**src/rtl/ubsp_defines.vh**
```
`ifndef UBSP_DEFINES_VH
`define UBSP_DEFINES_VH
// configuration modes
`define UBSP_MODE_ZERO   2'h0
`define UBSP_MODE_ONE    2'h1
`define UBSP_MODE_TWO    2'h2
`define UBSP_MODE_THREE  2'h3
// function select
`define UBSP_FN_NONE     2'h0
`define UBSP_FN_MASTER   2'h1
`define UBSP_FN_SLAVE    2'h2
`define UBSP_FN_I2C      2'h3
// data widths
`define UBSP_W_SINGLE    2'h0
`define UBSP_W_DUAL      2'h1
`define UBSP_W_QUAD      2'h2
// timing counts in operating-clock periods; sck half-period exponent cap
`define UBSP_SS_SETUP    25
`define UBSP_SS_HOLD     880
`define UBSP_BYTE_GAP    6
`define UBSP_MAX_EXP     4'h8
`endif

```
**src/rtl/ubsp_sync.v**
```verilog
`timescale 1ns/10ps
`default_nettype none
// ----------------------------------------
// two-flop synchroniser for pin inputs
// ----------------------------------------
module ubsp_sync
#(
    parameter W = 1
)
(
    input  wire         clk_i,
    input  wire         rst_i,
    input  wire [W-1:0] d_i,
    output reg  [W-1:0] q_o
);
    reg [W-1:0] meta;
    always @(posedge clk_i)
    begin
        if (rst_i)
        begin
            meta <= {W{1'b0}};
            q_o  <= {W{1'b0}};
        end
        else
        begin
            meta <= d_i;
            q_o  <= meta;
        end
    end
endmodule
`default_nettype wire

```
**src/rtl/ubsp_port.v**
```verilog
// Contract
// [RQ1] straps pick one of four modes
// [RQ2] mode sets number of host interfaces
// [RQ3] slave pins only in modes 00, 11
// [RQ4] up to four selects replace gpio pins; code puts only selects 1..3 on gpio0..2
// [RQ5] gpio control ignored on alternate pins
// [RQ6] exactly one of master, slave, i2c
// [RQ7] bus and role come from host init
// [RQ8] miso is input or data bit 1
// [RQ9] mosi is output or data bit 0
// [RQ10] extra pins carry bits 2, 3 in quad
// [RQ11] slave select input held high as master
// [RQ12] single full duplex; dual/quad one way
// [RQ13] dual/quad only as master
// [RQ14] four cpol/cpha modes; cpol sets idle
// [RQ15] cpha chooses two transfer formats
// [RQ16] both sides share cpol/cpha
// [RQ17] sck high/low each 2^n clocks
// [RQ18] external master drives select to us
// [RQ19] select leads first sck by 25 clocks
// [RQ20] select holds 880 clocks after last sck
// [RQ21] master byte gap 6; slave accepts none
// [RQ22] cpha0 sample leading, cpha1 trailing
`timescale 1ns/10ps
`default_nettype none
`include "ubsp_defines.vh"
module ubsp_port
(
    input  wire       clk_i,
    input  wire       rst_i,
    input  wire       cfg_strap_hi_i,
    input  wire       cfg_strap_lo_i,
    input  wire       init_i,
    input  wire [1:0] init_func_i,
    input  wire [1:0] init_width_i,
    input  wire       init_cpol_i,
    input  wire       init_cpha_i,
    input  wire [3:0] init_exp_i,
    input  wire [1:0] xfer_ss_i,
    input  wire       xfer_start_i,
    input  wire       xfer_dir_out_i,
    input  wire       xfer_last_i,
    input  wire [7:0] tx_data_i,
    input  wire [3:0] gpio_out_i,
    input  wire [3:0] gpio_oe_i,
    input  wire [3:0] gpio_pin_i,
    input  wire       sck_pin_i,
    input  wire       ss_pin_i,
    input  wire [3:0] io_pin_i,
    output reg  [1:0] cfg_mode_o,
    output reg  [2:0] data_ifs_o,
    output reg        gpio_if_o,
    output reg  [1:0] func_o,
    output reg        busy_o,
    output reg        byte_done_o,
    output reg  [7:0] rx_data_o,
    output reg  [3:0] gpio_in_o,
    output reg        sck_o,
    output reg        sck_oe_o,
    output reg  [3:0] io_o,
    output reg  [3:0] io_oe_o,
    output reg        slave_select_out_0_o,
    output reg  [3:0] gpio_o,
    output reg  [3:0] gpio_oe_o
);
    // ----------------------------------------
    // constants and state
    // ----------------------------------------
    localparam ST_IDLE  = 3'h0;
    localparam ST_SETUP = 3'h1;
    localparam ST_BITS  = 3'h2;
    localparam ST_GAP   = 3'h3;
    localparam ST_HOLD  = 3'h4;

    reg  [1:0]  mode;
    reg  [1:0]  strap_taken;
    reg  [1:0]  func;
    reg  [1:0]  width;
    reg         cpol;
    reg         cpha;
    reg  [3:0]  exp_n;
    reg  [2:0]  state;
    reg  [9:0]  tcnt;
    reg  [8:0]  hcnt;
    reg  [3:0]  bcnt;
    reg         phase;
    reg  [7:0]  sh_tx;
    reg  [7:0]  sh_rx;
    reg  [1:0]  sel;
    reg         dir_out;
    reg         last;
    reg  [3:0]  ss_n;
    wire [1:0]  straps_s;
    wire [3:0]  gpio_s;
    wire [3:0]  io_s;
    wire        sck_s;
    wire        sss_n;
    reg         sck_d;
    reg  [2:0]  sbit;
    wire        is_master;
    wire        is_slave;
    wire        is_i2c;
    wire [3:0]  steps;
    wire [8:0]  half;
    reg  [3:0]  alt;

    // ----------------------------------------
    // pin synchronisers
    // ----------------------------------------
    ubsp_sync #(.W(12)) u_sync
    (
        .clk_i (clk_i),
        .rst_i (rst_i),
        .d_i   ({cfg_strap_hi_i, cfg_strap_lo_i, gpio_pin_i, io_pin_i,
                 sck_pin_i, ss_pin_i}),
        .q_o   ({straps_s, gpio_s, io_s, sck_s, sss_n})
    );

    // shift steps per byte by width
    function [3:0] steps_of;
        input [1:0] w;
        begin
            case (w)
                `UBSP_W_DUAL: steps_of = 4'h4;
                `UBSP_W_QUAD: steps_of = 4'h2;
                default:      steps_of = 4'h8;
            endcase
        end
    endfunction

    assign is_master = (func == `UBSP_FN_MASTER);
    assign is_slave  = (func == `UBSP_FN_SLAVE);
    assign is_i2c    = (func == `UBSP_FN_I2C);
    assign steps     = steps_of(width);
    assign half      = 9'h001 << exp_n;  // [RQ17]

    // ----------------------------------------
    // strap capture and host init
    // ----------------------------------------
    always @(posedge clk_i)
    begin
        if (rst_i)
        begin
            mode        <= `UBSP_MODE_ZERO;
            strap_taken <= 2'h0;
            func        <= `UBSP_FN_NONE;
            width       <= `UBSP_W_SINGLE;
            cpol        <= 1'b0;
            cpha        <= 1'b0;
            exp_n       <= 4'h0;
        end
        else
        begin
            if (strap_taken != 2'h3)
            begin
                mode        <= straps_s;  // [RQ1]
                strap_taken <= strap_taken + 2'h1;
            end
            if (init_i && state == ST_IDLE)
            begin
                func  <= init_func_i;  // [RQ6] [RQ7]
                if (init_func_i == `UBSP_FN_SLAVE &&
                    (mode == `UBSP_MODE_ONE || mode == `UBSP_MODE_TWO))
                    func <= `UBSP_FN_NONE;  // [RQ3]
                if (init_func_i == `UBSP_FN_MASTER)
                    width <= init_width_i;  // [RQ12]
                else
                    width <= `UBSP_W_SINGLE;  // [RQ13]
                cpol  <= init_cpol_i;  // [RQ14] [RQ16]
                cpha  <= init_cpha_i;  // [RQ15] [RQ16]
                exp_n <= (init_exp_i > `UBSP_MAX_EXP) ? `UBSP_MAX_EXP
                                                      : init_exp_i;
            end
        end
    end

    // ----------------------------------------
    // master engine and slave receive
    // ----------------------------------------
    always @(posedge clk_i)
    begin
        if (rst_i)
        begin
            state       <= ST_IDLE;
            tcnt        <= 10'h000;
            hcnt        <= 9'h000;
            bcnt        <= 4'h0;
            phase       <= 1'b0;
            sh_tx       <= 8'h00;
            sh_rx       <= 8'h00;
            sel         <= 2'h0;
            dir_out     <= 1'b1;
            last        <= 1'b0;
            ss_n        <= 4'hF;
            sck_o       <= 1'b0;
            byte_done_o <= 1'b0;
            rx_data_o   <= 8'h00;
            sck_d       <= 1'b0;
            sbit        <= 3'h0;
        end
        else
        begin
            byte_done_o <= 1'b0;
            sck_d       <= sck_s;
            if (tcnt == 10'h000 && (state == ST_GAP || state == ST_HOLD))
            begin
                byte_done_o <= 1'b1;
                rx_data_o   <= sh_rx;
            end
            case (state)
                ST_IDLE:
                begin
                    sck_o <= cpol;  // [RQ14]
                    if (is_slave)
                    begin
                        // slave: full duplex single, no gap needed
                        if (sss_n)  // [RQ18]
                        begin
                            sbit  <= 3'h0;
                            sh_tx <= tx_data_i;
                        end
                        else if ((sck_s != sck_d) &&
                                 ((sck_s ^ cpol) == ~cpha))  // [RQ22]
                        begin
                            sh_rx <= {sh_rx[6:0], io_s[0]};  // [RQ9]
                            sbit  <= sbit + 3'h1;
                            if (sbit == 3'h7)  // [RQ21]
                            begin
                                rx_data_o   <= {sh_rx[6:0], io_s[0]};
                                byte_done_o <= 1'b1;
                            end
                        end
                        else if (sck_s != sck_d)
                        begin
                            if (!(cpha == 1'b1 && sbit == 3'h0 &&
                                  (sck_s ^ cpol)))
                                sh_tx <= (sbit == 3'h0 && !cpha) ?
                                         tx_data_i : {sh_tx[6:0], 1'b0};
                        end
                    end
                    else if (is_master && xfer_start_i)
                    begin
                        sel     <= xfer_ss_i;
                        dir_out <= xfer_dir_out_i;
                        last    <= xfer_last_i;
                        sh_tx   <= tx_data_i;
                        ss_n    <= ~(4'h1 << xfer_ss_i);
                        tcnt    <= 10'h000;
                        state   <= ST_SETUP;
                    end
                end
                ST_SETUP:
                begin
                    tcnt <= tcnt + 10'h001;
                    if (tcnt == `UBSP_SS_SETUP - 1)  // [RQ19]
                    begin
                        state <= ST_BITS;
                        hcnt  <= 9'h000;
                        bcnt  <= 4'h0;
                        phase <= 1'b0;
                    end
                end
                ST_BITS:
                begin
                    hcnt <= hcnt + 9'h001;
                    if (hcnt == half - 9'h001)
                    begin
                        hcnt  <= 9'h000;
                        phase <= ~phase;
                        sck_o <= ~sck_o;
                        if (phase == cpha)  // [RQ22] sample edge
                        begin
                            case (width)
                                `UBSP_W_DUAL:
                                    sh_rx <= {sh_rx[5:0], io_s[1:0]};
                                `UBSP_W_QUAD:
                                    sh_rx <= {sh_rx[3:0], io_s};
                                default:
                                    sh_rx <= {sh_rx[6:0], io_s[1]};  // [RQ8]
                            endcase
                        end
                        else if (!(cpha && bcnt == 4'h0 && !phase))
                        begin
                            case (width)
                                `UBSP_W_DUAL: sh_tx <= {sh_tx[5:0], 2'h0};
                                `UBSP_W_QUAD: sh_tx <= {sh_tx[3:0], 4'h0};
                                default:      sh_tx <= {sh_tx[6:0], 1'b0};
                            endcase
                        end
                        if (phase)
                        begin
                            bcnt <= bcnt + 4'h1;
                            if (bcnt == steps - 4'h1)
                            begin
                                tcnt        <= 10'h000;
                                state <= last ? ST_HOLD : ST_GAP;
                            end
                        end
                    end
                end
                ST_GAP:
                begin
                    if (tcnt == 10'h000)
                        sh_tx <= tx_data_i;
                    tcnt <= tcnt + 10'h001;
                    if (tcnt == `UBSP_BYTE_GAP - 1)  // [RQ21]
                    begin
                        state <= ST_BITS;
                        bcnt  <= 4'h0;
                        hcnt  <= 9'h000;
                        phase <= 1'b0;
                    end
                end
                ST_HOLD:
                begin
                    tcnt <= tcnt + 10'h001;
                    if (tcnt == `UBSP_SS_HOLD - 1)  // [RQ20]
                    begin
                        ss_n  <= 4'hF;
                        state <= ST_IDLE;
                    end
                end
                default:
                    state <= ST_IDLE;
            endcase
        end
    end

    // ----------------------------------------
    // pin muxing and outputs
    // ----------------------------------------
    always @*
    begin
        alt = 4'h0;  // [RQ5]
        case (mode)
            `UBSP_MODE_ONE:   alt = 4'h3;
            `UBSP_MODE_TWO:   alt = 4'hF;
            `UBSP_MODE_THREE: alt = 4'hF;
            default:          alt = is_i2c ? 4'h3 : 4'h0;
        endcase
    end

    always @(posedge clk_i)
    begin
        if (rst_i)
        begin
            cfg_mode_o           <= 2'h0;
            data_ifs_o           <= 3'h1;
            gpio_if_o            <= 1'b0;
            func_o               <= 2'h0;
            busy_o               <= 1'b0;
            sck_oe_o             <= 1'b0;
            io_o                 <= 4'h0;
            io_oe_o              <= 4'h0;
            slave_select_out_0_o <= 1'b1;
            gpio_o               <= 4'h0;
            gpio_oe_o            <= 4'h0;
            gpio_in_o            <= 4'h0;
        end
        else
        begin
            cfg_mode_o <= mode;
            case (mode)  // [RQ2]
                `UBSP_MODE_ZERO: data_ifs_o <= 3'h1;
                `UBSP_MODE_ONE:  data_ifs_o <= 3'h3;
                `UBSP_MODE_TWO:  data_ifs_o <= 3'h4;
                default:         data_ifs_o <= 3'h1;
            endcase
            gpio_if_o <= (mode == `UBSP_MODE_ZERO) ||
                         (mode == `UBSP_MODE_ONE);
            func_o    <= func;
            busy_o    <= (state != ST_IDLE);
            sck_oe_o  <= is_master;
            slave_select_out_0_o <= ss_n[0];
            // data line direction
            if (is_master)
            begin
                case (width)
                    `UBSP_W_DUAL:
                    begin
                        io_o    <= {2'h0, sh_tx[7:6]};
                        io_oe_o <= {2'h0, {2{dir_out}}};
                    end
                    `UBSP_W_QUAD:
                    begin
                        io_o    <= sh_tx[7:4];  // [RQ10]
                        io_oe_o <= {4{dir_out}};
                    end
                    default:
                    begin
                        io_o    <= {3'h0, sh_tx[7]};  // [RQ9] [RQ12]
                        io_oe_o <= 4'h1;
                    end
                endcase
            end
            else if (is_slave && !sss_n)
            begin
                io_o    <= {2'h0, sh_tx[7], 1'b0};  // [RQ8]
                io_oe_o <= 4'h2;
            end
            else
            begin
                io_o    <= 4'h0;
                io_oe_o <= 4'h0;
            end
            // gpio pins: selects replace gpio0..1 in modes 1 and 2, and gpio2 in mode 2 only  [RQ4] [RQ5]
            gpio_in_o <= gpio_s;
            if (mode == `UBSP_MODE_ONE || mode == `UBSP_MODE_TWO)
            begin
                gpio_o[0]    <= ss_n[1];
                gpio_o[1]    <= ss_n[2];
                gpio_oe_o[1:0] <= 2'h3;
            end
            else if (alt[0])
            begin
                gpio_o[1:0]    <= 2'h0;
                gpio_oe_o[1:0] <= 2'h0;
            end
            else
            begin
                gpio_o[1:0]    <= gpio_out_i[1:0];
                gpio_oe_o[1:0] <= gpio_oe_i[1:0];
            end
            if (mode == `UBSP_MODE_TWO)
            begin
                gpio_o[2]    <= ss_n[3];
                gpio_oe_o[2] <= 1'b1;
            end
            else if (alt[2])
            begin
                gpio_o[2]    <= 1'b0;
                gpio_oe_o[2] <= 1'b0;
            end
            else
            begin
                gpio_o[2]    <= gpio_out_i[2];
                gpio_oe_o[2] <= gpio_oe_i[2];
            end
            if (alt[3])
            begin
                gpio_o[3]    <= 1'b0;
                gpio_oe_o[3] <= 1'b0;
            end
            else
            begin
                gpio_o[3]    <= gpio_out_i[3];
                gpio_oe_o[3] <= gpio_oe_i[3];
            end
        end
    end
endmodule
`default_nettype wire

```
**config.mk**
```make
export PLATFORM = sky130hd
export DESIGN_NAME = ubsp_port
export DESIGN_NICKNAME = d
export VERILOG_FILES = /design/src/rtl/ubsp_sync.v /design/src/rtl/ubsp_port.v
export VERILOG_INCLUDE_DIRS = /design/src /design/src/rtl
export SDC_FILE = /design/constraint.sdc
export NUM_CORES = 1
export LEC_CHECK = 0
export ABC_CLOCK_PERIOD_IN_PS = 7800
export CAP_MARGIN = 20
export CORE_ASPECT_RATIO = 1.5
export CORE_MARGIN = 1.5
export CORE_UTILIZATION = 50
export CTS_CLUSTER_DIAMETER = 120
export DETAILED_ROUTE_END_ITERATION = 7
export DONT_BUFFER_PORTS = 1
export GPL_TIMING_DRIVEN = 0
export SYNTH_ARGS = -nofsm -noshare
export SYNTH_HDL_FRONTEND = slang
export SYNTH_SLANG_ARGS = --single-unit
```
**constraint.sdc**
```tcl
create_clock -name clk_i -period 7.8 [get_ports clk_i]
set_input_delay 1.56 -clock clk_i [delete_from_list [all_inputs] [get_ports clk_i]]
set_output_delay 1.56 -clock clk_i [all_outputs]
set_load 0.01 [all_outputs]
```
==> results.rst, run 1 <==
.. list-table::
   :header-rows: 1

   * - Metric
     - Value
   * - Run status
     - complete, no violations
   * - Largest net degree at the start of global routing
     - 17
   * - Final standard cell utilization of the core
     - 0.5769
   * - Yosys warns
     - 0
   * - Fraction of final layout cells sized beyond drive strength 1
     - 0.08075
   * - Final global-route overflow total
     - 0
   * - Power per unit of standard cell area
     - between 200 and 300 nW/um2
   * - Number of buffers created by CTS
     - 17
   * - Post-synthesis adder-cell area fraction
     - 0.03702
   * - Wire length of the first global-routing pass
     - 25.28 mm
   * - Starting density of the core
     - 0.5088
   * - Worst hold path startpoint
     - u_sync.meta[4]$_SDFF_PP0_
   * - Xor and xnor area share after synthesis
     - 0.02592
   * - Initial antenna violation count
     - 0
   * - Dominant combinational cell family by area after synthesis
     - simple AND/OR/NAND/NOR gates
   * - Longest Clk Path Bufs
     - 2
   * - Core area
     - 11960 um2
   * - Critical path launch point type
     - register
   * - Ratio of final minimum period to clock period
     - 0.4702
   * - Critical Path AT
     - about 4000 ps
   * - Proportion of synthesized chip area in sequential cells
     - 0.4311
   * - Beginning of the worst register-to-register path
     - exp_n[2]$_SDFFE_PP0P_
   * - Flip-flop cell with the highest count after synthesis
     - sky130_fd_sc_hd__dfxtp_1
   * - Number of H-tree levels
     - 4
   * - Total via count after detailed routing
     - 5140
   * - Share of synthesized flip-flops with an asynchronous set or reset
     - 0
   * - Nets in the synthesized netlist
     - slightly below 800
   * - DRC
     - 0
   * - RSZ-0062 raised after global routing
     - false
   * - Worst hold stages
     - 1
   * - Highest Clock Rate
     - 272.7 MHz
   * - Fin nets
     - 794
   * - End of the worst register-to-register path
     - sh_tx[4]$_SDFFE_PP0P_
   * - Final period demand of the worst path
     - 3667 ps
   * - Maximum fanout encountered on the critical timing path
     - 10
   * - Clock tree root buffer cell
     - sky130_fd_sc_hd__clkbuf_16
   * - Clock transition at the registers of the reported paths
     - 60 ps
   * - Reported max-cap violation count
     - 0
   * - Average via count per standard cell
     - 5.737
   * - Weighted congestion at the end of routability-driven global placement
     - 0.8536
   * - Die extent in x
     - 93.06 um
   * - Iteration-0 DRC Markers
     - just under 300
   * - Setup crit end kind
     - register
   * - Filler Cells Inserted
     - 1090
   * - CTS hold repair buffers
     - 0
   * - Seq cells post-synth
     - 131
   * - Insertion delay to the later sink of the worst-skew pair
     - 420 ps
   * - Required time of the worst setup path
     - 8080 ps
   * - Detailed Place HPWL
     - around 11 mm
   * - Total clock sinks
     - 131
   * - Slew of the pin with the lowest slew margin
     - between 1000 and 1500 ps
   * - Worst Hold Path EP
     - u_sync.q_o[4]$_SDFF_PP0_
   * - Most common library cell in the layout ignoring fill and taps
     - sky130_fd_sc_hd__dfxtp_1
   * - Cell depth of the worst flop-to-flop path
     - 14
   * - Height of the die
     - around 140 um
   * - Post-synthesis share of cell area spent on and, or, nand and nor gates
     - 0.2655
   * - Die Footprint
     - 12850 um2
   * - Synth-to-Final Area Change
     - 13.37%
   * - Endpoints failing hold
     - 0
   * - Total wirelength of the detailed-routed design
     - 15.50 mm
   * - Post-detailed-placement cell area
     - 6275 um2
   * - Tightest Hold Check Type
     - reg -> reg
   * - Post-Route Setup TNS
     - 0 ps
   * - Commonest non-fill, non-tap cells in the layout
     - sky130_fd_sc_hd__dfxtp_1 (131), sky130_fd_sc_hd__nor2_1 (88), sky130_fd_sc_hd__nand2_1 (51)
   * - FP Rows
     - between 40 and 50
   * - Antenna diode count
     - 0
   * - Number of nets still failing antenna checks after routing
     - 0
   * - I/O pin count
     - 87
   * - Multiplexer area fraction after synthesis
     - 0.02818
   * - Netlist area before placement
     - about 6000 um2
   * - Classification of the worst setup path
     - reg -> reg
   * - FF-to-FF setup slack
     - 4130 ps
   * - Cell count after synthesis
     - just over 700
   * - Final setup vio count
     - 0
   * - DR pass1 iterations
     - 5
   * - Routed wire per std cell
     - 17.30 um
   * - Count of cells resized by post-cts repair
     - 0
   * - Design area
     - 6897 um2
   * - Static Leakage
     - 2.558 nW
   * - Compound-cell area share of the yosys netlist
     - 0.1643
   * - Worst voltage drop across the vdd grid
     - 148.9 uV
   * - Number of buffers inserted by port buffering
     - 0
   * - Vias in the first global route
     - 5121
   * - Clock skew
     - 8.142 ps
   * - GRT Total Usage
     - 0.2497
   * - Relative max-transition margin
     - 0.3072
   * - Average cell area after synthesis
     - 8.580 um2
   * - Clock tree from TritonCTS
     - built
   * - Number of distinct library cells after synthesis
     - 64
   * - Post-synth EDFFs
     - 0
   * - Setup Fix Bufs, Post-CTS
     - 0
   * - Final Max Tran Viols
     - 0
## sequential cells by signal, indices dropped and copies added, names as in the netlist, 8 cells and up
signal       cells
sh_rx            8
tcnt            10
u_sync.meta     12
hcnt             9
sh_tx            8
u_sync.q_o      12
rx_data_o        8
## stage by stage
step	instances	power, mW	worst slack (ps)	hold WS (ps)
after global placement	862	1.057	4220	416.3
after floorplan	709	0.9793	4773	413.8
final	896	1.866	4133	433.6
after detailed placement	862	1.063	4151	420.4
after global routing	896	1.949	3819	443.4
after CTS	894	1.877	4108	434.7
## routing by layer
metal,up-vias,GRT usage,part of all wire
met4,0,0.08772,0.022
met3,29,0.04840,0.041
li1,2534,-,-
met2,138,0.4622,0.53
met5,-,0,0
met1,2439,0.2773,0.40
## logic make-up after synthesis
family / count (synthesis)
AO/OA/AOI/OAI: 151
buffers and inverters: 68
XOR/XNOR: 18
flip-flops: 131
AND/OR/NAND/NOR: 306
adder cells (fa/ha/maj): 18
multiplexers: 17
## cell type report
class / instances / area (um2) / area share
multi-input cells: 510 / 3169 / 0.4595
flip-flops and latches: 131 / 2623 / 0.3803
clock buffers: 18 / 439.2 / 0.06368
plain buffers: 47 / 212.7 / 0.03084
well taps: 153 / 191.4 / 0.02776
clock inverters: 14 / 166.4 / 0.02413
inverters: 21 / 78.83 / 0.01143
repair buffers: 2 / 16.27 / 0.002358
## cells in the mapped netlist (5+ instances only)
| cell | n | area share |
|---|---|---|
| sky130_fd_sc_hd__nand2b_1 | 19 | 0.020 |
| sky130_fd_sc_hd__a211oi_1 | 11 | 0.014 |
| sky130_fd_sc_hd__o21ai_0 | 36 | 0.030 |
| sky130_fd_sc_hd__and2_1 | 8 | 0.0082 |
| sky130_fd_sc_hd__buf_2 | 5 | 0.0041 |
| sky130_fd_sc_hd__nand3b_1 | 10 | 0.012 |
| sky130_fd_sc_hd__or4_1 | 7 | 0.0086 |
| sky130_fd_sc_hd__inv_1 | 21 | 0.013 |
| sky130_fd_sc_hd__mux2i_1 | 16 | 0.026 |
| sky130_fd_sc_hd__dfxtp_1 | 131 | 0.43 |
| sky130_fd_sc_hd__nand4_1 | 10 | 0.010 |
| sky130_fd_sc_hd__nor2_1 | 88 | 0.054 |
| sky130_fd_sc_hd__nor2b_1 | 41 | 0.042 |
| sky130_fd_sc_hd__nand3_1 | 16 | 0.013 |
| sky130_fd_sc_hd__nor4_1 | 6 | 0.0062 |
| sky130_fd_sc_hd__nor4b_1 | 6 | 0.0086 |
| sky130_fd_sc_hd__xor2_1 | 9 | 0.013 |
| sky130_fd_sc_hd__xnor2_1 | 9 | 0.013 |
| sky130_fd_sc_hd__or3_1 | 18 | 0.019 |
| sky130_fd_sc_hd__ha_1 | 18 | 0.037 |
| sky130_fd_sc_hd__a22oi_1 | 7 | 0.0086 |
| sky130_fd_sc_hd__nand2_1 | 51 | 0.031 |
| sky130_fd_sc_hd__and3_1 | 8 | 0.0082 |
| sky130_fd_sc_hd__nor3_1 | 5 | 0.0041 |
| sky130_fd_sc_hd__clkbuf_1 | 34 | 0.021 |
| sky130_fd_sc_hd__a221oi_1 | 13 | 0.019 |
| sky130_fd_sc_hd__a21oi_1 | 43 | 0.035 |
## critical path, cell delays in order, from the launching register on
cell and delay (ps):
sky130_fd_sc_hd__dfxtp_1 300, sky130_fd_sc_hd__buf_4 160, sky130_fd_sc_hd__buf_4 170, sky130_fd_sc_hd__nor2_1 180, sky130_fd_sc_hd__nand3b_1 100, sky130_fd_sc_hd__ha_1 260, sky130_fd_sc_hd__buf_2 200, sky130_fd_sc_hd__xor2_1 160
sky130_fd_sc_hd__xnor2_1 190, sky130_fd_sc_hd__nand4_2 180, sky130_fd_sc_hd__nor4_4 610, sky130_fd_sc_hd__a21oi_2 210, sky130_fd_sc_hd__buf_4 230, sky130_fd_sc_hd__nor2_1 420, sky130_fd_sc_hd__o21ai_0 170
## worst max path at each step
stage	start	to	slack, ps	cells past startpoint
after floorplan	exp_n[2]$_SDFFE_PP0P_	sh_rx[5]$_SDFFE_PP0P_	4770	14
after global placement	exp_n[2]$_SDFFE_PP0P_	sh_tx[3]$_SDFFE_PP0P_	4220	14
after global routing	exp_n[2]$_SDFFE_PP0P_	sh_tx[7]$_SDFFE_PP0P_	3820	14
final	exp_n[2]$_SDFFE_PP0P_	sh_tx[4]$_SDFFE_PP0P_	4130	14
after detailed placement	exp_n[2]$_SDFFE_PP0P_	sh_tx[7]$_SDFFE_PP0P_	4150	14
after CTS	exp_n[2]$_SDFFE_PP0P_	sh_tx[7]$_SDFFE_PP0P_	4110	14
## power breakdown
group | switching (mW) | total (mW) | internal (mW)
logic | 0.196 | 0.301 | 0.105
registers | 0.0397 | 0.753 | 0.714
clock network | 0.322 | 0.812 | 0.490
(Power assumes the default switching activity.)
==> inputs of run 2 (changes only) <==
Settings changed: ABC_CLOCK_PERIOD_IN_PS 7800 to 3600.
Clock period 7.8 ns to 3.6 ns, I/O delays scaled along.
==> run 2 against run 1 <==
Effect of this change:
- setup slack worse by 3900 ps
- sequential cell count unchanged
- total power up 120%
- worst hold slack worse by 10 ps
- via count about the same
- global-route usage about the same
- critical path depth up 1
- wire length up 0.45%
- critical path type unchanged
==> results.rst, run 2 (synthesis results as in run 1) <==
.. list-table::
   :header-rows: 1

   * - Metric
     - Value
   * - Run status
     - complete, no violations
   * - Setup WS post-layout
     - 272.3 ps (-3860 ps)
   * - Maximum fanout encountered on the critical timing path
     - 10 (unchanged)
   * - Clock transition at the registers of the reported paths
     - 60 ps (about the same)
   * - Biggest registers after layout
     - u_sync.meta x12, u_sync.q_o x12, tcnt x10
   * - Total wirelength of the detailed-routed design
     - 15.57 mm (+0.45%)
   * - Largest net degree at the start of global routing
     - 17 (unchanged)
   * - Final Max Tran Viols
     - 0 (unchanged)
   * - Routed wire per std cell
     - 17.32 um (+0.12%)
   * - Highest Clock Rate
     - 300.5 MHz (+10%)
   * - Height of the die
     - 138.1 um (unchanged)
   * - Relative max-transition margin
     - 0.2807 (-0.02649)
   * - FP Rows
     - 49 (unchanged)
   * - DR pass1 iterations
     - 5 (unchanged)
   * - Most common cell on crit path
     - sky130_fd_sc_hd__buf_4
   * - Vias in the first global route
     - 5125 (+0.078%)
   * - RSZ-0062 raised after global routing
     - false
   * - Cells along the critical path
     - buf_2 -> buf_2 -> nor2_1 -> nand2_1 -> ha_1 -> or3b_2 -> a211o_1 -> a31oi_4 -> nor4_4 -> buf_4 -> buf_4 -> a21oi_4 -> buf_4 -> o21ai_0 -> a21oi_1
   * - Worst voltage drop across the vdd grid
     - 324.0 uV (+120%)
   * - Setup crit end kind
     - register
   * - Power share of the clock group
     - 0.430 (-0.005)
   * - Classification of the worst setup path
     - reg -> reg
   * - Clock tree root buffer cell
     - sky130_fd_sc_hd__clkbuf_16
   * - Most common library cell in the layout ignoring fill and taps
     - sky130_fd_sc_hd__dfxtp_1
   * - Relative contribution of combinational cells to total power
     - 0.171 (+0.010)
   * - DRC
     - 0 (unchanged)
   * - Total via count after detailed routing
     - 5141 (+0.019%)
   * - Power per unit of standard cell area
     - 587.4 nW/um2 (+120%)
   * - Minimum setup slack after placement
     - -48.93 ps (-4200 ps)
   * - Longest Clk Path Bufs
     - 2 (unchanged)
   * - Wire length of the first global-routing pass
     - 25.29 mm (about the same)
   * - Final standard cell utilization of the core
     - 0.5834 (+0.006488)
   * - Static Leakage
     - 2.585 nW (+1.0%)
   * - Critical path launch point type
     - register
   * - Internal power component
     - 2.866 mW (+120%)
   * - Starting density of the core
     - 0.5088 (unchanged)
   * - Commonest non-fill, non-tap cells in the layout
     - sky130_fd_sc_hd__dfxtp_1 (131), sky130_fd_sc_hd__nor2_1 (85), sky130_fd_sc_hd__nand2_1 (51)
   * - Number of nets still failing antenna checks after routing
     - 0 (unchanged)
   * - Slew of the pin with the lowest slew margin
     - 1071 ps (+39.43 ps)
   * - Fraction of final layout cells sized beyond drive strength 1
     - 0.09249 (+0.01174)
   * - Tightest Hold Check Type
     - in -> reg
   * - Required time of the worst setup path
     - 3940 ps (-4140 ps)
   * - Total clock sinks
     - 131 (unchanged)
   * - GRT Total Usage
     - 0.2498 (about the same)
   * - Slowest stage cell on the critical path
     - sky130_fd_sc_hd__or3b_2
   * - Antenna diode count
     - 0 (unchanged)
   * - Die Footprint
     - 12850 um2 (unchanged)
   * - Number of buffers created by CTS
     - 17 (unchanged)
   * - Part of the power in registers
     - 0.398 (-0.006)
   * - Die extent in x
     - 93.06 um (unchanged)
   * - Final setup vio count
     - 0 (unchanged)
   * - Clock tree from TritonCTS
     - built
   * - Sw Share
     - 0.3004 (+0.001717)
   * - Final global-route overflow total
     - 0 (unchanged)
   * - Net load switching power
     - 1.231 mW (+120%)
   * - Endpoints failing hold
     - 0 (unchanged)
   * - Number of H-tree levels
     - 4 (unchanged)
   * - CTS hold repair buffers
     - 0 (unchanged)
   * - Insertion delay to the later sink of the worst-skew pair
     - 410 ps (about the same)
   * - Core area
     - 11960 um2 (unchanged)
   * - Initial antenna violation count
     - 0 (unchanged)
   * - Clock skew
     - 6.535 ps (-1.607 ps)
   * - Detailed Place HPWL
     - 11.15 mm (unchanged)
   * - I/O pin count
     - 87 (unchanged)
   * - Post-Route Setup TNS
     - 0 ps (unchanged)
   * - Ratio of final minimum period to clock period
     - 0.9244 (+0.4542)
   * - Average via count per standard cell
     - 5.719 (-0.31%)
   * - Critical Path AT
     - 3670 ps (-280 ps)
   * - Final period demand of the worst path
     - 3328 ps (-339.5 ps)
   * - Maximum single-stage delay on the critical path
     - 450 ps (-160 ps)
   * - Number of buffers inserted by port buffering
     - 0 (unchanged)
   * - Iteration-0 DRC Markers
     - 282 (-5.4%)
   * - Weighted congestion at the end of routability-driven global placement
     - 0.8536 (unchanged)
   * - Reported max-cap violation count
     - 0 (unchanged)
   * - Fin nets
     - 797 (+0.38%)
   * - Number of cells in the finished layout apart from fillers
     - 899 (+0.33%)
   * - Minimum hold slack
     - 423.1 ps (-10.50 ps)
   * - Number of instances in the placed design
     - 862 (unchanged)
   * - Synth-to-Final Area Change
     - 14.64%
[run 2: cell count changes in the layout (fill, tap and decap cells not counted), sizes merged]
| cell | delta |
|---|---|
| buf | +2 |
| clkbuf | +1 |
[run 2: cell type report]
cell class	count	area, um2
Fill cell	1087	4981
Multi-Input combinational cell	510	3218
Sequential cell	131	2623
Clock buffer	18	439.2
Buffer	47	219.0
Tap cell	153	191.4
Clock inverter	14	166.4
Inverter	21	78.83
Timing Repair Buffer	5	38.79
[run 2: stage by stage]
stage                     cell area [um2]  power (mW)
after floorplan                      6083       2.122
after detailed placement             6275       2.303
after global placement               6275       2.290
after CTS                            6894       4.074
after global routing                 6974       4.274
final                                6974       4.097
[run 2: power by group through the flow]
stage	Clock (mW)	Sequential [mW]	Combinational, mW
2_1_floorplan	0	1.63	0.488
5_1_grt	1.85	1.64	0.781
3_3_place_gp	0	1.66	0.631
6_report	1.76	1.63	0.701
4_1_cts	1.79	1.63	0.655
3_5_place_dp	0	1.66	0.643
[run 2: worst max-delay path, delay by kind of cell (launching register included)]
family	cells	cell delay, ps
buf+inv	5	910
compound gates	5	1080
flops	1	290
simple gates	4	720
fa+ha+maj	1	250
[run 2: worst paths after layout]
kind	cells past startpoint	start	endpoint	slack, ps
worst max-delay path	15	exp_n[3]$_SDFFE_PP0P_	tcnt[4]$_SDFFE_PP0P_	270
worst min-delay path	1	xfer_dir_out_i	dir_out$_SDFFE_PP1P_	420
worst max register to register	15	exp_n[3]$_SDFFE_PP0P_	tcnt[4]$_SDFFE_PP0P_	270
worst min register to register	1	u_sync.meta[8]$_SDFF_PP0_	u_sync.q_o[8]$_SDFF_PP0_	430
[run 2: what timing repair did]
item | CTS | global route
resized for setup | 1 | 13
endpoints found under the setup margin | 9 | 32
setup buffers | 1 | 2
pin swaps | 1 | 1
[run 2: layer usage]
metal,vias up,share of wire,global-route usage
li1,2545,-,-
met1,2454,0.41,0.2780
met2,116,0.54,0.4618
met3,26,0.036,0.04840
met4,0,0.021,0.08772
met5,-,0,0
==> inputs of run 3 (changes only) <==
Settings changed: RECOVER_POWER set to 50.
==> run 3 against run 2 <==
Effect of this change:
- sequential share of layout area about the same
- sequential power about the same
- clock skew about the same
- maximum frequency about the same
- total power about the same
- clock power about the same
- worst hold slack about the same
- die area unchanged
- sequential cell count unchanged
- critical path depth unchanged
- design area about the same
- critical path type unchanged
- largest power group unchanged
==> results.rst, run 3 (synthesis results as in run 1) <==
.. list-table::
   :header-rows: 1

   * - Metric
     - Value
   * - Die Footprint
     - 12850 um2 (unchanged)
   * - DRC
     - 0 (unchanged)
   * - Clock skew
     - 6.496 ps (-0.03983 ps)
   * - Iteration-0 DRC Markers
     - 285 (+1.1%)
   * - Die extent in x
     - 93.06 um (unchanged)
   * - Tot Pwr
     - 4.097 mW (about the same)
   * - Sequential cell area
     - 2623 um2 (unchanged)
   * - Final setup vio count
     - 0 (unchanged)
   * - Tightest Hold Check Type
     - in -> reg
   * - Worst voltage drop across the vdd grid
     - 323.3 uV (-0.21%)
   * - Clock tree root buffer cell
     - sky130_fd_sc_hd__clkbuf_16
   * - Final global-route overflow total
     - 0 (unchanged)
   * - Post-Route Setup TNS
     - 0 ps (unchanged)
   * - Wire length of the first global-routing pass
     - 25.29 mm (unchanged)
   * - Fraction of final layout cells sized beyond drive strength 1
     - 0.08981 (-0.002681)
   * - Number of buffers inserted by port buffering
     - 0 (unchanged)
   * - Detailed Place HPWL
     - 11.15 mm (unchanged)
   * - Number of H-tree levels
     - 4 (unchanged)
   * - Final Max Tran Viols
     - 0 (unchanged)
   * - Required time of the worst setup path
     - 3940 ps (about the same)
   * - GRT Total Usage
     - 0.2498 (unchanged)
   * - Antenna diode count
     - 0 (unchanged)
   * - Largest net degree at the start of global routing
     - 17 (unchanged)
   * - Setup crit end kind
     - register
   * - Longest Clk Path Bufs
     - 2 (unchanged)
   * - Core area
     - 11960 um2 (unchanged)
   * - Ratio of final minimum period to clock period
     - 0.9243 (about the same)
   * - Clock tree from TritonCTS
     - built
   * - Setup WS post-layout
     - 272.5 ps (+0.2120 ps)
   * - Run status
     - complete, no violations
   * - Average via count per standard cell
     - 5.727 (+0.16%)
   * - Highest Clock Rate
     - 300.5 MHz (about the same)
   * - Most common library cell in the layout ignoring fill and taps
     - sky130_fd_sc_hd__dfxtp_1
   * - Routed wire per std cell
     - 17.36 um (+0.24%)
   * - Critical Path AT
     - 3670 ps (about the same)
   * - Number of buffers created by CTS
     - 17 (unchanged)
   * - Final period demand of the worst path
     - 3328 ps (-0.2120 ps)
   * - Initial antenna violation count
     - 0 (unchanged)
   * - Classification of the worst setup path
     - reg -> reg
   * - Filler Cells Inserted
     - 1090 (+0.28%)
   * - Number of nets still failing antenna checks after routing
     - 0 (unchanged)
   * - Critical path launch point type
     - register
   * - Clock transition at the registers of the reported paths
     - 60 ps (about the same)
   * - Relative max-transition margin
     - 0.2894 (+0.008744)
   * - Total via count after detailed routing
     - 5149 (+0.16%)
   * - Slew of the pin with the lowest slew margin
     - 1058 ps (-13.02 ps)
   * - Commonest non-fill, non-tap cells in the layout
     - sky130_fd_sc_hd__dfxtp_1 (131), sky130_fd_sc_hd__nor2_1 (85), sky130_fd_sc_hd__nand2_1 (51)
   * - Endpoints failing hold
     - 0 (unchanged)
   * - Total clock sinks
     - 131 (unchanged)
   * - Insertion delay to the later sink of the worst-skew pair
     - 410 ps (about the same)
   * - Height of the die
     - 138.1 um (unchanged)
   * - FF-to-FF setup slack
     - 270 ps (about the same)
   * - Biggest registers after layout
     - u_sync.meta x12, u_sync.q_o x12, tcnt x10
   * - Power per unit of standard cell area
     - 587.9 nW/um2 (about the same)
   * - RSZ-0062 raised after global routing
     - false
   * - Static Leakage
     - 2.576 nW (-0.33%)
   * - Reported max-cap violation count
     - 0 (unchanged)
   * - Vias in the first global route
     - 5125 (unchanged)
   * - DR pass1 iterations
     - 5 (unchanged)
   * - Weighted congestion at the end of routability-driven global placement
     - 0.8536 (unchanged)
   * - FP Rows
     - 49 (unchanged)
   * - Starting density of the core
     - 0.5088 (unchanged)
   * - Synth-to-Final Area Change
     - 14.56% (about the same)
   * - Minimum setup slack after placement
     - -48.93 ps (unchanged)
   * - Maximum fanout encountered on the critical timing path
     - 10 (unchanged)
   * - Total wirelength of the detailed-routed design
     - 15.61 mm (+0.24%)
   * - Fin nets
     - 797 (unchanged)
   * - I/O pin count
     - 87 (unchanged)
   * - Area of the multi-input gates
     - 3218 um2 (unchanged)
[run 3: cell count changes in the layout (fill, tap and decap cells not counted)]
cell,change
sky130_fd_sc_hd__clkbuf_2,-1
sky130_fd_sc_hd__and2_1,-1
sky130_fd_sc_hd__clkbuf_1,+2
sky130_fd_sc_hd__buf_4,-1
sky130_fd_sc_hd__and2_0,+1
[run 3: worst max-delay path, cell delays in order, from the launching register on]
cell and delay [ps]:
sky130_fd_sc_hd__dfxtp_1 290, sky130_fd_sc_hd__buf_2 160, sky130_fd_sc_hd__buf_2 200, sky130_fd_sc_hd__nor2_1 130
sky130_fd_sc_hd__nand2_1 70, sky130_fd_sc_hd__ha_1 250, sky130_fd_sc_hd__or3b_2 450, sky130_fd_sc_hd__a211o_1 340
sky130_fd_sc_hd__a31oi_4 250, sky130_fd_sc_hd__nor4_4 70, sky130_fd_sc_hd__buf_4 180, sky130_fd_sc_hd__buf_4 140
sky130_fd_sc_hd__a21oi_4 240, sky130_fd_sc_hd__buf_4 230, sky130_fd_sc_hd__o21ai_0 110, sky130_fd_sc_hd__a21oi_1 140
[run 3: timing repair]
| action | CTS | global route |
|---|---|---|
| gates resized for setup | 1 | 13 |
| hold buffers | 0 | 0 |
| setup endpoints to repair | 9 | 32 |
| pin swaps | 1 | 1 |
| buffers inserted | 1 | 2 |
[run 3: report_power, final]
group / switching, mW / leakage [nW] / total, mW / internal, mW
registers: 0.0866 / 1.07 / 1.63 / 1.55
clock network: 0.700 / 0.301 / 1.76 / 1.06
logic: 0.445 / 1.21 / 0.702 / 0.257
total: 1.23 / 2.58 / 4.10 / 2.87
[run 3: path summary, 6_finish.rpt]
path / startpoint / endpoint / cells after the start
max: exp_n[3]$_SDFFE_PP0P_ / tcnt[4]$_SDFFE_PP0P_ / 15
min: xfer_dir_out_i / dir_out$_SDFFE_PP1P_ / 1
max reg2reg: exp_n[3]$_SDFFE_PP0P_ / tcnt[4]$_SDFFE_PP0P_ / 15
min reg2reg: u_sync.meta[8]$_SDFF_PP0_ / u_sync.q_o[8]$_SDFF_PP0_ / 1
[run 3: final cells by class]
cell class	instances	area share
inverters	21	0.01131
plain buffers	47	0.03088
clock inverters	14	0.02388
well taps	153	0.02747
flip-flops and latches	131	0.3763
multi-input cells	510	0.4618
repair buffers	5	0.005386
clock buffers	18	0.06302
[run 3: through the flow]
stage                     cells    util  hold WS, ps  cell area [um2]
after floorplan             709       -        413.8             6083
after CTS                   895  0.5767        409.7             6894
final                       899  0.5829        422.9             6969
after detailed placement    862  0.5249        420.4             6275
after global routing        899  0.5829        409.8             6969
after global placement      862  0.5249        416.3             6275
[run 3: layer usage]
metal  routed length (um)  track usage  vias to the layer above
met2                 8344       0.4618                      122
met4                  350      0.08772                        0
met3                  567      0.04840                       28
met1                 6347       0.2780                     2456
met5                    0            0                        -
li1                     -            -                     2543
